**src/hdl/lad_map.svh**
```systemverilog
// Constant map for the line loss and alarm detector
`ifndef LAD_MAP_SVH
`define LAD_MAP_SVH

// Declare counts in bit intervals
`define LAD_T1_N_STD    12'h0af
`define LAD_T1_N_ALT    12'h608
`define LAD_E1_N_STD    12'h020
`define LAD_E1_N_ALT    12'h800
// Clear window lengths and consecutive-zero limits
`define LAD_T1_M        12'h080
`define LAD_E1_M        12'h020
`define LAD_T1_ZMAX     7'h64
`define LAD_E1_ZMAX     7'h10
// Mark density of one in eight, as a left shift of the mark count
`define LAD_DENS_SHIFT  3
// Amplitude thresholds, mVpp
`define LAD_SH_DECL_MV  12'h320
`define LAD_SH_HYST_MV  12'h0c8
`define LAD_MON_DECL_MV 12'h640
`define LAD_MON_HYST_MV 12'h190
// Long-haul thresholds, dB below nominal
`define LAD_LH_BASE_DB  12'h004
`define LAD_LH_MAX_DB   12'h030
`define LAD_LH_HYST_DB  12'h004
`define LAD_LH_SAT_CODE 5'h16
`define LAD_CODE_RST    5'h15
// Alarm detection windows and zero thresholds
`define LAD_E1_BLK      14'h0200
`define LAD_T1_BLK      14'h2000
`define LAD_E1_ZTHR     4'h3
`define LAD_T1_ZTHR     4'h9
// Configuration reset values
`define LAD_STD_RST     1'b0
`define LAD_CRIT_RST    1'b0
`define LAD_RXONES_RST  1'b0
`define LAD_TXONES_RST  1'b0
`define LAD_CDR_RST     1'b1
`define LAD_PD_RST      1'b0

`endif

```
**src/hdl/lad_pkg.sv**
```systemverilog
// Types shared by the line loss and alarm detector
package lad_pkg;

  // Receiver operating mode
  typedef enum logic [1:0] {
    LAD_SHORT   = 2'b00,
    LAD_LONG    = 2'b01,
    LAD_MONITOR = 2'b10
  } lad_haul_t;

  // Loss status
  typedef enum logic {
    LAD_PRESENT = 1'b0,
    LAD_ABSENT  = 1'b1
  } lad_loss_t;

  // Configuration word, loaded on a write strobe
  typedef struct packed {
    lad_haul_t haul;
    logic      line_standard_select;
    logic      criteria_select;
    logic      rx_ones_en;
    logic      tx_ones_on_absence;
    logic      cdr_en;
    logic      rx_power_down;
  } lad_cfg_t;

  // Dual-rail data
  typedef struct packed {
    logic pos;
    logic neg;
  } lad_rails_t;

  // Threshold request to the slicer: mVpp or, when long_db, dB below nominal
  typedef struct packed {
    logic        long_db;
    logic [11:0] decl_mag;
    logic [11:0] clr_mag;
  } lad_thresh_t;

endpackage

```
**src/hdl/lad_alarm_det.sv**
```systemverilog
// All-ones alarm detector counting zeros per bit window
`timescale 1ns/100ps
`include "lad_map.svh"
module lad_alarm_det #(
  parameter int E1_BLK = 512,
  parameter int T1_BLK = 8192
) (
  input  wire logic i_clk,
  input  wire logic i_resetn,
  input  wire logic i_ce,
  input  wire logic i_enable,
  input  wire logic i_t1,
  input  wire logic i_tick,
  input  wire logic i_mark,
  output logic      o_status
);
  import lad_pkg::*;

  logic [13:0] bit_cnt_r;
  logic [3:0]  zeros_r;
  logic        prev_low_r;
  wire  [13:0] blk_len  = i_t1 ? 14'(T1_BLK) : 14'(E1_BLK);
  wire         blk_end  = i_tick && (bit_cnt_r == blk_len - 14'h0001);
  wire  [3:0]  zeros_nx = (i_tick && !i_mark && !(&zeros_r)) ? zeros_r + 4'h1 : zeros_r;
  wire  [3:0]  zthr     = i_t1 ? `LAD_T1_ZTHR : `LAD_E1_ZTHR;
  wire         blk_low  = zeros_nx < zthr;

  // Window counting; E1 needs two matching blocks, T1 decides per window
  always_ff @(posedge i_clk or negedge i_resetn) begin
    if (!i_resetn) begin
      bit_cnt_r  <= 14'h0000;
      zeros_r    <= 4'h0;
      prev_low_r <= 1'b0;
      o_status   <= 1'b0;
    end else if (i_ce) begin
      if (!i_enable) begin
        bit_cnt_r  <= 14'h0000;
        zeros_r    <= 4'h0;
        prev_low_r <= 1'b0;
        o_status   <= 1'b0;
      end else if (blk_end) begin
        bit_cnt_r  <= 14'h0000;
        zeros_r    <= 4'h0;
        prev_low_r <= blk_low;
        if (i_t1) begin
          o_status <= blk_low;
        // E1 declare on two low blocks
        end else if (blk_low && prev_low_r) begin
          o_status <= 1'b1;
        // E1 clear on two dense blocks
        end else if (!blk_low && !prev_low_r) begin
          o_status <= 1'b0;
        end
      end else begin
        bit_cnt_r <= i_tick ? bit_cnt_r + 14'h0001 : bit_cnt_r;
        zeros_r   <= zeros_nx;
      end
    end
  end

  a_alarm_off_low: assert property (
    @(posedge i_clk) disable iff (!i_resetn)
    (i_ce && !i_enable) |=> !o_status)
    else $error("alarm status set while recovery disabled");

  a_alarm_on_block: assert property (
    @(posedge i_clk) disable iff (!i_resetn)
    $rose(o_status) |-> $past(blk_end && blk_low))
    else $error("alarm raised away from a low block end");

  a_alarm_clr_block: assert property (
    @(posedge i_clk) disable iff (!i_resetn)
    $fell(o_status) && $past(i_enable) |-> $past(blk_end && !blk_low))
    else $error("alarm cleared away from a dense block end");

  c_alarm_set: cover property (@(posedge i_clk) disable iff (!i_resetn) $rose(o_status));

endmodule

```
**src/hdl/lad_detector.sv**
```systemverilog
// Loss-of-signal detector with all-ones substitution and alarm status
`timescale 1ns/100ps
`include "lad_map.svh"
module lad_detector #(
  parameter int E1_BLK = 512,
  parameter int T1_BLK = 8192
) (
  input  wire logic                i_core_clk,
  input  wire logic                i_resetn,
  input  wire logic                i_ce,
  input  wire logic                i_cfg_wr,
  input  wire lad_pkg::lad_cfg_t   i_cfg,
  input  wire logic                i_code_wr,
  input  wire logic [4:0]          i_absence_threshold_code,
  input  wire logic                i_bit_tick,
  input  wire lad_pkg::lad_rails_t i_line_in,
  input  wire logic                i_lvl_above_decl,
  input  wire logic                i_lvl_above_clr,
  input  wire logic                i_recovered_clock,
  input  wire logic                i_master_clock,
  input  wire lad_pkg::lad_rails_t i_tx_data,
  output lad_pkg::lad_thresh_t     o_thresh,
  output lad_pkg::lad_cfg_t        o_cfg,
  output logic [4:0]               o_absence_threshold_code,
  output logic                     o_signal_absent_out,
  output logic                     o_alarm_signal_status,
  output logic                     o_recovered_clock_out,
  output lad_pkg::lad_rails_t      o_rx_rail,
  output lad_pkg::lad_rails_t      o_line_out
);
  import lad_pkg::*;

  lad_cfg_t    cfg_r;
  logic [4:0]  code_r;
  lad_loss_t   loss_r;
  lad_loss_t   loss_nxt;
  lad_thresh_t thresh_nxt;
  logic        active_r;
  logic        mclk_q_r;
  logic        pol_r;
  logic [11:0] decl_cnt;
  logic [11:0] win_cnt;
  logic [7:0]  mark_cnt;
  logic [6:0]  zrun_cnt;

  // Configuration and threshold code, loaded by strobes
  always_ff @(posedge i_core_clk or negedge i_resetn) begin
    if (!i_resetn) begin
      cfg_r  <= '{haul: LAD_SHORT, line_standard_select: `LAD_STD_RST,
                 criteria_select: `LAD_CRIT_RST, rx_ones_en: `LAD_RXONES_RST,
                 tx_ones_on_absence: `LAD_TXONES_RST, cdr_en: `LAD_CDR_RST,
                 rx_power_down: `LAD_PD_RST};
      code_r <= `LAD_CODE_RST;
    end else if (i_ce) begin
      if (i_cfg_wr) begin
        cfg_r <= i_cfg;
      end
      if (i_code_wr) begin
        code_r <= i_absence_threshold_code;
      end
    end
  end

  assign o_cfg                    = cfg_r;
  assign o_absence_threshold_code = code_r;

  // Per-standard counts and limits
  wire         is_t1   = cfg_r.line_standard_select;
  wire         crit    = cfg_r.criteria_select;
  wire         pd      = cfg_r.rx_power_down;
  wire  [11:0] n_val   = is_t1 ? (crit ? `LAD_T1_N_ALT : `LAD_T1_N_STD)
                               : (crit ? `LAD_E1_N_ALT : `LAD_E1_N_STD);
  wire  [11:0] m_val   = is_t1 ? `LAD_T1_M : `LAD_E1_M;
  wire  [6:0]  zmax    = is_t1 ? `LAD_T1_ZMAX : `LAD_E1_ZMAX;

  // Long-haul level: 4 dB plus 2 dB per code step, clamped at 48 dB
  wire  [11:0] lh_mag  = (code_r >= `LAD_LH_SAT_CODE) ? `LAD_LH_MAX_DB
                       : `LAD_LH_BASE_DB + {6'h00, code_r, 1'b0};

  // Threshold request for the current mode
  always_comb begin
    thresh_nxt = '0;
    unique case (cfg_r.haul)
      // long-haul coded level with 4 dB hysteresis
      LAD_LONG: begin
        thresh_nxt.long_db  = 1'b1;
        thresh_nxt.decl_mag = lh_mag;
        thresh_nxt.clr_mag  = lh_mag - `LAD_LH_HYST_DB;
      end
      LAD_MONITOR: begin
        thresh_nxt.decl_mag = `LAD_MON_DECL_MV;
        thresh_nxt.clr_mag  = `LAD_MON_DECL_MV + `LAD_MON_HYST_MV;
      end
      // short-haul fixed level, also for the unused code
      default: begin
        thresh_nxt.decl_mag = `LAD_SH_DECL_MV;
        thresh_nxt.clr_mag  = `LAD_SH_DECL_MV + `LAD_SH_HYST_MV;
      end
    endcase
  end

  // Bit qualifiers taken from the line rails and the bit tick
  wire         mark    = i_line_in.pos | i_line_in.neg;
  wire         tick    = i_bit_tick;
  wire         p_decl  = tick && mark && i_lvl_above_decl;
  wire         p_clr   = tick && mark && i_lvl_above_clr;
  wire         zbit    = tick && !mark;
  wire         absent  = (loss_r == LAD_ABSENT);

  // Declare side
  // N quiet intervals declare loss
  wire         decl_hit = !absent && tick && !p_decl && (decl_cnt == n_val - 12'h001);
  // quiet run restarts on a mark above the declare level
  wire         decl_clr = absent || p_decl;
  wire         decl_inc = tick && !p_decl && !absent;

  // Clear side: a window opened by a good pulse, broken by any failure
  wire         zfail    = zbit && (zrun_cnt >= zmax - 7'h01);
  wire         lfail    = tick && mark && !i_lvl_above_clr;
  wire         fail     = active_r && (zfail || lfail);
  wire         start    = absent && !active_r && p_clr;
  wire         go_on    = active_r && tick && !fail;
  wire  [8:0]  marks    = {1'b0, mark_cnt} + {8'h00, mark};
  wire  [11:0] dens     = {marks, 3'b000};
  wire         win_last = go_on && (win_cnt == m_val - 12'h001);
  // full window with one-in-eight density clears loss
  wire         clr_done = win_last && (dens >= m_val);
  wire         win_clr  = !active_r || fail || win_last;
  wire         win_inc  = start || go_on;

  // Shared interval counters
  lad_run_cnt #(.W(12)) u_decl_cnt (
    .i_clk    (i_core_clk),
    .i_resetn (i_resetn),
    .i_ce     (i_ce),
    .i_clr    (decl_clr),
    .i_inc    (decl_inc),
    .o_count  (decl_cnt)
  );

  lad_run_cnt #(.W(12)) u_win_cnt (
    .i_clk    (i_core_clk),
    .i_resetn (i_resetn),
    .i_ce     (i_ce),
    .i_clr    (win_clr),
    .i_inc    (win_inc),
    .o_count  (win_cnt)
  );

  lad_run_cnt #(.W(8)) u_mark_cnt (
    .i_clk    (i_core_clk),
    .i_resetn (i_resetn),
    .i_ce     (i_ce),
    .i_clr    (win_clr),
    .i_inc    (win_inc && mark),
    .o_count  (mark_cnt)
  );

  lad_run_cnt #(.W(7)) u_zrun_cnt (
    .i_clk    (i_core_clk),
    .i_resetn (i_resetn),
    .i_ce     (i_ce),
    .i_clr    (!active_r || fail || (tick && mark)),
    .i_inc    (go_on && !mark),
    .o_count  (zrun_cnt)
  );

  // Loss state transitions
  always_comb begin
    loss_nxt = loss_r;
    unique case (loss_r)
      LAD_PRESENT: if (decl_hit) begin
        loss_nxt = LAD_ABSENT;
      end
      LAD_ABSENT: if (clr_done) begin
        loss_nxt = LAD_PRESENT;
      end
    endcase
  end

  // Master clock edge drives the all-ones alternation
  wire         mclk_rise = i_master_clock && !mclk_q_r;
  wire         rx_ones   = absent && cfg_r.rx_ones_en;
  wire         tx_ones   = absent && cfg_r.tx_ones_on_absence;
  wire  [1:0]  ones_rail = pol_r ? 2'b10 : 2'b01;

  // Loss state, window flag and ones polarity
  always_ff @(posedge i_core_clk or negedge i_resetn) begin
    if (!i_resetn) begin
      loss_r   <= LAD_PRESENT;
      active_r <= 1'b0;
      mclk_q_r <= 1'b0;
      pol_r    <= 1'b0;
    end else if (i_ce) begin
      loss_r   <= loss_nxt;
      active_r <= absent && !clr_done && !win_last && (active_r ? !fail : start);
      mclk_q_r <= i_master_clock;
      pol_r    <= mclk_rise ? !pol_r : pol_r;
    end
  end

  // Registered outputs
  always_ff @(posedge i_core_clk or negedge i_resetn) begin
    if (!i_resetn) begin
      o_thresh              <= '0;
      o_signal_absent_out   <= 1'b0;
      o_recovered_clock_out <= 1'b0;
      o_rx_rail             <= '0;
      o_line_out            <= '0;
    end else if (i_ce) begin
      o_thresh <= thresh_nxt;
      if (pd) begin
        o_signal_absent_out   <= 1'b0;
        o_recovered_clock_out <= 1'b0;
        o_rx_rail             <= '0;
      end else begin
        o_signal_absent_out   <= (loss_nxt == LAD_ABSENT);
        o_recovered_clock_out <= rx_ones ? i_master_clock : i_recovered_clock;
        // follow line or send all ones
        if (rx_ones) begin
          o_rx_rail <= ones_rail;
        end else if (tick) begin
          o_rx_rail <= i_line_in;
        end
      end
      // line side all ones on master clock
      o_line_out <= tx_ones ? ones_rail : i_tx_data;
    end
  end

  // Alarm-signal detector; E1 alarm sets are equal under both criteria
  lad_alarm_det #(.E1_BLK(E1_BLK), .T1_BLK(T1_BLK)) u_alarm (
    .i_clk    (i_core_clk),
    .i_resetn (i_resetn),
    .i_ce     (i_ce),
    .i_enable (cfg_r.cdr_en && !pd),
    .i_t1     (is_t1),
    .i_tick   (tick),
    .i_mark   (mark),
    .o_status (o_alarm_signal_status)
  );

  a_loss_declare_count: assert property (
    @(posedge i_core_clk) disable iff (!i_resetn)
    $rose(loss_r) |-> $past(decl_cnt) == $past(n_val) - 12'h001)
    else $error("loss declared before N quiet intervals");

  a_loss_clear_window: assert property (
    @(posedge i_core_clk) disable iff (!i_resetn)
    $fell(loss_r) |-> $past(win_cnt) == $past(m_val) - 12'h001 && $past(dens >= m_val))
    else $error("loss cleared without a full dense window");

  a_t1_decl_count: assert property (
    @(posedge i_core_clk) disable iff (!i_resetn)
    $rose(loss_r) && $past(is_t1) |-> $past(decl_cnt) == ($past(crit) ? 12'h607 : 12'h0ae))
    else $error("T1 declare count wrong");

  a_e1_decl_count: assert property (
    @(posedge i_core_clk) disable iff (!i_resetn)
    $rose(loss_r) && !$past(is_t1) |-> $past(decl_cnt) == ($past(crit) ? 12'h7ff : 12'h01f))
    else $error("E1 declare count wrong");

  a_zero_run_limit: assert property (
    @(posedge i_core_clk) disable iff (!i_resetn)
    active_r |-> zrun_cnt < zmax)
    else $error("clear window survived too many zeros");

  a_short_haul_level: assert property (
    @(posedge i_core_clk) disable iff (!i_resetn)
    (i_ce && cfg_r.haul == LAD_SHORT) |=> o_thresh.decl_mag == 12'h320
      && o_thresh.clr_mag == 12'h3e8)
    else $error("short-haul threshold wrong");

  a_long_haul_hyst: assert property (
    @(posedge i_core_clk) disable iff (!i_resetn)
    o_thresh.long_db |-> o_thresh.clr_mag + 12'h004 == o_thresh.decl_mag
      && o_thresh.decl_mag <= 12'h030)
    else $error("long-haul hysteresis wrong");

  a_rx_all_ones: assert property (
    @(posedge i_core_clk) disable iff (!i_resetn)
    (i_ce && rx_ones && !pd) |=> (o_rx_rail.pos ^ o_rx_rail.neg))
    else $error("no ones on system side during loss");

  a_mclk_substitute: assert property (
    @(posedge i_core_clk) disable iff (!i_resetn)
    (i_ce && rx_ones && !pd) |=> o_recovered_clock_out == $past(i_master_clock))
    else $error("recovered clock not replaced");

  a_tx_all_ones: assert property (
    @(posedge i_core_clk) disable iff (!i_resetn)
    (i_ce && tx_ones) ##1 (i_ce && tx_ones) |=> $changed(o_line_out) == $past(mclk_rise, 2))
    else $error("line ones not paced by master clock");

  a_power_down_low: assert property (
    @(posedge i_core_clk) disable iff (!i_resetn)
    (i_ce && pd) |=> !o_signal_absent_out && !o_recovered_clock_out && o_rx_rail == 2'b00)
    else $error("receive outputs active in power-down");

  c_loss_set: cover property (@(posedge i_core_clk) disable iff (!i_resetn) $rose(loss_r));
  c_loss_clear: cover property (@(posedge i_core_clk) disable iff (!i_resetn) $fell(loss_r));
  c_window_fail: cover property (@(posedge i_core_clk) disable iff (!i_resetn) fail);

endmodule

```
**src/hdl/lad_run_cnt.sv**
```systemverilog
// Saturating run counter with restart-and-load
`timescale 1ns/100ps
module lad_run_cnt #(
  parameter int W = 12
) (
  input  wire logic         i_clk,
  input  wire logic         i_resetn,
  input  wire logic         i_ce,
  input  wire logic         i_clr,
  input  wire logic         i_inc,
  output logic [W-1:0]      o_count
);

  // Restart loads the current increment, otherwise count up to saturation
  always_ff @(posedge i_clk or negedge i_resetn) begin
    if (!i_resetn) begin
      o_count <= '0;
    end else if (i_ce) begin
      if (i_clr) begin
        o_count <= {{(W-1){1'b0}}, i_inc};
      end else if (i_inc && !(&o_count)) begin
        o_count <= o_count + 1'b1;
      end
    end
  end

endmodule
```
**config.mk**
```make
export PLATFORM = sky130hd
export DESIGN_NAME = lad_detector
export DESIGN_NICKNAME = d
export VERILOG_FILES = /design/src/hdl/lad_pkg.sv /design/src/hdl/lad_alarm_det.sv /design/src/hdl/lad_detector.sv /design/src/hdl/lad_run_cnt.sv
export VERILOG_INCLUDE_DIRS = /design/src /design/src/hdl
export SDC_FILE = /design/constraint.sdc
export NUM_CORES = 1
export LEC_CHECK = 0
export BUFFER_PORTS_ARGS = -buffer_cell sky130_fd_sc_hd__buf_2
export CAP_MARGIN = 20
export CORE_ASPECT_RATIO = 1.75
export CORE_MARGIN = 2
export CORE_UTILIZATION = 43
export CTS_CLUSTER_SIZE = 10
export DETAILED_ROUTE_END_ITERATION = 16
export GPL_TIMING_DRIVEN = 1
export PLACE_DENSITY_LB_ADDON = 0.08
export RECOVER_POWER = 50
export SYNTH_ARGS = -nofsm -noshare
export SYNTH_HDL_FRONTEND = slang
export SYNTH_SLANG_ARGS = --single-unit
```
**constraint.sdc**
```tcl
create_clock -name i_core_clk -period 2.95 [get_ports i_core_clk]
set_input_delay 0.1475 -clock i_core_clk [delete_from_list [all_inputs] [get_ports i_core_clk]]
set_output_delay 0.1475 -clock i_core_clk [all_outputs]
set_load 0.05 [all_outputs]
```
* Yosys cells after proc, flatten, opt, wreduce, memory -nomap -nowiden
Index checks and enable logic that the tools add are counted.
** Word-level totals
- Input bits :: 27
- Register bits :: 107
** Cells by class
- Reductions and logical operators :: 80
- Bitwise gates (word level) :: 2
- Equality and inequality tests :: 8
- Magnitude comparators :: 4
- Mux-type cells :: 43
- Add/subtract/negate cells :: 13
** Operator list (count)
- $mux 12 :: 6
- $mux 14 :: 4
- $pmux 23 s2 :: 1
- $logic_and 1x1->1 :: 35
- $mux 7 :: 4
- $add 12x1->12 const B :: 2
- $eq 12x12->1 :: 2
- $mux 8 :: 3
- $reduce_and 12->1 :: 2
- $reduce_and 2->1 :: 10
- $logic_not 1->1 :: 18
- $mux 4 :: 4
- $add 14x1->14 const B :: 1
- $eq 14x14->1 :: 1
- $mux 1 :: 14
- $sub 14x1->14 const B :: 1
- $ge 12x8->1 :: 1
- $sub 12x1->12 const B :: 1
- $mux 11 :: 1
- $mux 2 :: 5
- $add 8x1->9 :: 1
- $sub 8x1->9 const B :: 1
- $add 8x1->8 const B :: 1
- $reduce_and 8->1 :: 1
- 22 further kinds :: 30

* Depth between registers and ports, before layout
- Depth in word-level cells :: 14
- Mapped depth :: 10
- Depth with buffers taken out :: 10

* Hierarchy
From an unflattened synthesis, not the netlist that was laid out.
** Second synthesis, totals
- Cell total of the unflattened synthesis :: 658
- Area total of the unflattened synthesis :: 6254.7 um^2
** By module, submodules not included
- lad_detector :: cells each 256, times used 1, sequential area each 1031.0 um^2, area each 2543.7 um^2
- lad_run_cnt at u_decl_cnt ... :: cells each 85, times used 2, sequential area each 300.3 um^2, area each 748.2 um^2
- lad_alarm_det :: cells each 138, times used 1, sequential area each 500.5 um^2, area each 1302.5 um^2
- lad_run_cnt at u_mark_cnt :: cells each 50, times used 1, sequential area each 200.2 um^2, area each 496.7 um^2
- lad_run_cnt at u_zrun_cnt :: cells each 44, times used 1, sequential area each 175.2 um^2, area each 415.4 um^2

* Least setup slack after synthesis
OpenSTA, ideal clock, no wires.
- Path type :: reg-to-reg
- Start point :: register u_alarm.zeros_r[0]
- End point :: register u_alarm.o_status
- Clock period less this slack :: 2.686 ns
- Stages on the path, launching flop included :: 10
- Setup time :: 0.134 ns
- Path slack :: 0.264 ns
- Path buffers :: 0
- Arrival time :: 2.552 ns
- Cells stage by stage :: dfrtp_1 -> ha_1 -> and3_1 -> nor2_1 -> mux2_2 -> ha_1 -> or4b_2 -> a41o_1 -> o2111ai_1 -> nand4_1
** Between the ends
- Cells in the longest elaborated chain, start to end :: 10
- Elaborated cells on any way between the ends :: 15
- Classes of those cells :: add/sub: 1; order compare: 1; eq/ne: 1; mux: 5; reduce/logical: 7
** RTL lines
- start: declaration :: line lad_alarm_det.sv:20 : logic [3:0] zeros_r;
- start signal: assignment :: line lad_alarm_det.sv:56 : zeros_r <= zeros_nx;
- branches (longest 3 deep; another with $add 4x1->4)
- $mux 4 * :: line lad_alarm_det.sv:24 : wire [3:0] zeros_nx = (i_tick && !i_mark && !(&zeros_r)) ? zeros_r + 4'h1 : zeros_r;
- $lt 4x4->1 * :: line lad_alarm_det.sv:26 : wire blk_low = zeros_nx < zthr;
- $logic_and 1x1->1 :: line lad_alarm_det.sv:48 : end else if (blk_low && prev_low_r) begin
- $mux 1 :: line lad_alarm_det.sv:48
- $mux 1 :: line lad_alarm_det.sv:45 : if (i_t1) begin
- $mux 1 :: line lad_alarm_det.sv:41 : end else if (blk_end) begin
- $mux 1 :: line lad_alarm_det.sv:36 : if (!i_enable) begin
- end signal: assignment :: line lad_alarm_det.sv:46 : o_status <= blk_low;
- end: declaration :: line lad_alarm_det.sv:15 : output logic o_status
Mark *: on every way between the ends. The select of a mux whose other input is x is not followed.
A chain may end at the register's enable or synchronous reset.

* Worst setup path after layout
Same ends and word-level chain as after synthesis.

==> metrics.txt <==
die span in y roughly 160 microns; drt initial violations around 150; final WL around 15000 microns; initial antenna violation count 0; gpl congestion 0.868; Rel. slew slack 0.142; Core ar. around 13000 sq um; final worst slack 126 ps; CP Data Arrival Time roughly 3000 ps; # diodes 0; peak supply drop approximately 450 uV; global-route wire length before repair between 20000 and 30000 microns; worst clock skew between 10 and 15 ps; CTS Buffer Depth 2; CTS tree yes; DP Area between 6000 and 7000 sq um; dpl ws 104 ps; final hold vios 0; RSZ-0062 raised after global routing false; H-tree depth 3; starting density of the core 0.439; setup TNS 0 ps; Synth cell types roughly 70; # fillers around 1300; crit path capture type register; CP required around 3200 ps; routed vias/inst about 5.8; area leader, netlist dfrtp_1; flops & latches, synth 100; CTS Root Cell clkbuf_16; worst hold-check path type in2reg; Yosys top cell area share 0.409; Cells after Synth ~600; crit-path max FO 4; Reg clk slew, reported paths approximately 70 ps; most used cell, CP ha_1; routed length per instance 17.9 microns; Chip Width about 92 microns; mapped cell area around 5900 sq um; pin count of the biggest net entering global routing 50; sequential area share after synthesis 0.427; vias in the first global route between 5000 and 6000; Syn. warnings 0; Via Count 4958; Top FF cell, synth dfrtp_1; Avg Cell Area, Syn 9.74 sq um; drt drc 0; commonest cells in the netlist 96 x dfrtp_1, 53 x nor2_1, 43 x nand2_1, 33 x o21ai_0; Critical-path top delay cell or4b_2; Pre-antenna DRT Iters 4; max-cap violation count 0; total track usage 0.218; I/O Buffers 67; period utilization 0.957; Peak Freq between 300 and 400 MHz; Leak slightly below 0.003 uW; detailed placement HPWL between 10000 and 15000 microns; share of layout cells above drive strength 1 0.152; Slew Limit Fails 0; outcome finished, final reports clean; CTS Buf Count 9; FP Rows between 50 and 60; Final Cell Area around 6700 sq um; Routed Antenna Nets 0; gr ovfl total 0; io pins around 70; synth top area cells dfrtp_1 41%, ha_1 5.3%, mux2_2 3.5%; nets 723; Crit path largest cell delay 590 ps; CP startpoint kind register; die area ~15000 sq um; Setup CP Type reg2reg; most frequent cell after synthesis dfrtp_1; clk sinks 100; Layout area overhead 13.5%; Clk Latency, worst-skew pair about 340 ps; Worst Tran Pin Value ~1300 ps; cell area power density 607 nW/um^2; crit path cell chain ha_1 > and3_1 > nor2_2 > mux2_2 > ha_1 > or4b_2 > a41o_1 > o2111ai_1 > nand4_1; setup violators final 0; EDFF count, synth 0; Synth async-reset ratio 1.00; min cycle time layout approximately 2800 ps
[metal layers]
| metal | wire length [microns] | global-route usage | share of wire |
|---|---|---|---|
| met5 | 0 | 0 | 0 |
| met4 | 456 | 0.109 | 0.030 |
| met3 | 527 | 0.0350 | 0.035 |
| met2 | 8130 | 0.402 | 0.54 |
| met1 | 6070 | 0.239 | 0.40 |
[where the power goes]
group / total, uW / switching (uW) / internal [uW]
clock: 1240 / 552 / 690
combinational: 1130 / 812 / 318
sequential: 1670 / 156 / 1520
[metrics by stage]
step           utilization  hold WS (ps)  power (uW)  std cells
4_1_cts              0.501          16.6        4120        849
2_1_floorplan            -          -148        2540        606
5_1_grt              0.498          17.3        4270        850
3_5_place_dp         0.477           223        2860        832
3_3_place_gp         0.477           215        2840        832
6_report             0.498          26.5        4050        850
[cells by family (layout without fill, tap and decap cells)]
family          after synthesis  in the layout  share of synthesized area
other cells                   1              4                   0.000639
fa+ha+maj                    25             25                     0.0533
xor+xnor                     31             31                     0.0462
simple gates                217            217                      0.197
mux                          28             28                     0.0516
flops                       100            100                      0.427
compound gates              147            147                      0.182
buf+inv                      54            124                     0.0424
[cell type report]
class	count	area, sq um	area share
clock buffer	10	239	0.0359
clock inverter	6	68.8	0.0103
inverter	25	93.8	0.0141
multi-input combinational	452	3130	0.469
sequential	100	2510	0.376
tap	174	218	0.0327
timing repair buffer	83	408	0.0612
[cell usage in the layout (no fill, tap or decap), types with 18 or more instances in the layout]
| cell | instances |
|---|---|
| a21oi_1 | 25 |
| buf_2 | 35 |
| clkbuf_1 | 34 |
| dfrtp_1 | 96 |
| ha_1 | 25 |
| inv_1 | 24 |
| mux2_2 | 18 |
| nand2_1 | 43 |
| nand3_1 | 20 |
| nor2_1 | 52 |
| o21ai_0 | 33 |
[state kept, by name (all words and copies together), names as in the netlist, 4 cells and up]
name / count
u_decl_cnt.o_count: 12
o_absence_threshold_code: 5
u_alarm.bit_cnt_r: 14
u_zrun_cnt.o_count: 7
u_alarm.zeros_r: 4
u_mark_cnt.o_count: 8
o_cfg: 5
u_win_cnt.o_count: 12
o_thresh: 18
[path summary, 6_finish.rpt]
path	from	to	slack, ps	depth (start not counted)
min in group asynchronous	i_resetn	u_decl_cnt.o_count[8]	610	2
hold reg to reg	o_thresh[2]	o_thresh[2]	490	1
setup reg to reg	u_alarm.zeros_r[0]	u_alarm.o_status	130	9
setup / recovery	u_alarm.zeros_r[0]	u_alarm.o_status	130	9
max in group asynchronous	i_resetn	o_thresh[10]	710	3
hold / removal	i_cfg[7]	o_cfg[7]	30	2
[critical path: cells and delay by family, from the launching register on]
kind,cells,cell delay (ps)
muxes,1,360
and+or+nand+nor,4,1070
AOI/OAI and AO/OA,2,340
adders and majority gates,2,510
DFF,1,420
[what timing repair did]
item	4_1_cts	5_1_grt
hold buffers	1	0
setup endpoints to repair	0	2
hold endpoints to repair	44	0
buffers inserted	0	1
resized for setup	0	1
Power figures use the tool's default switching activity.
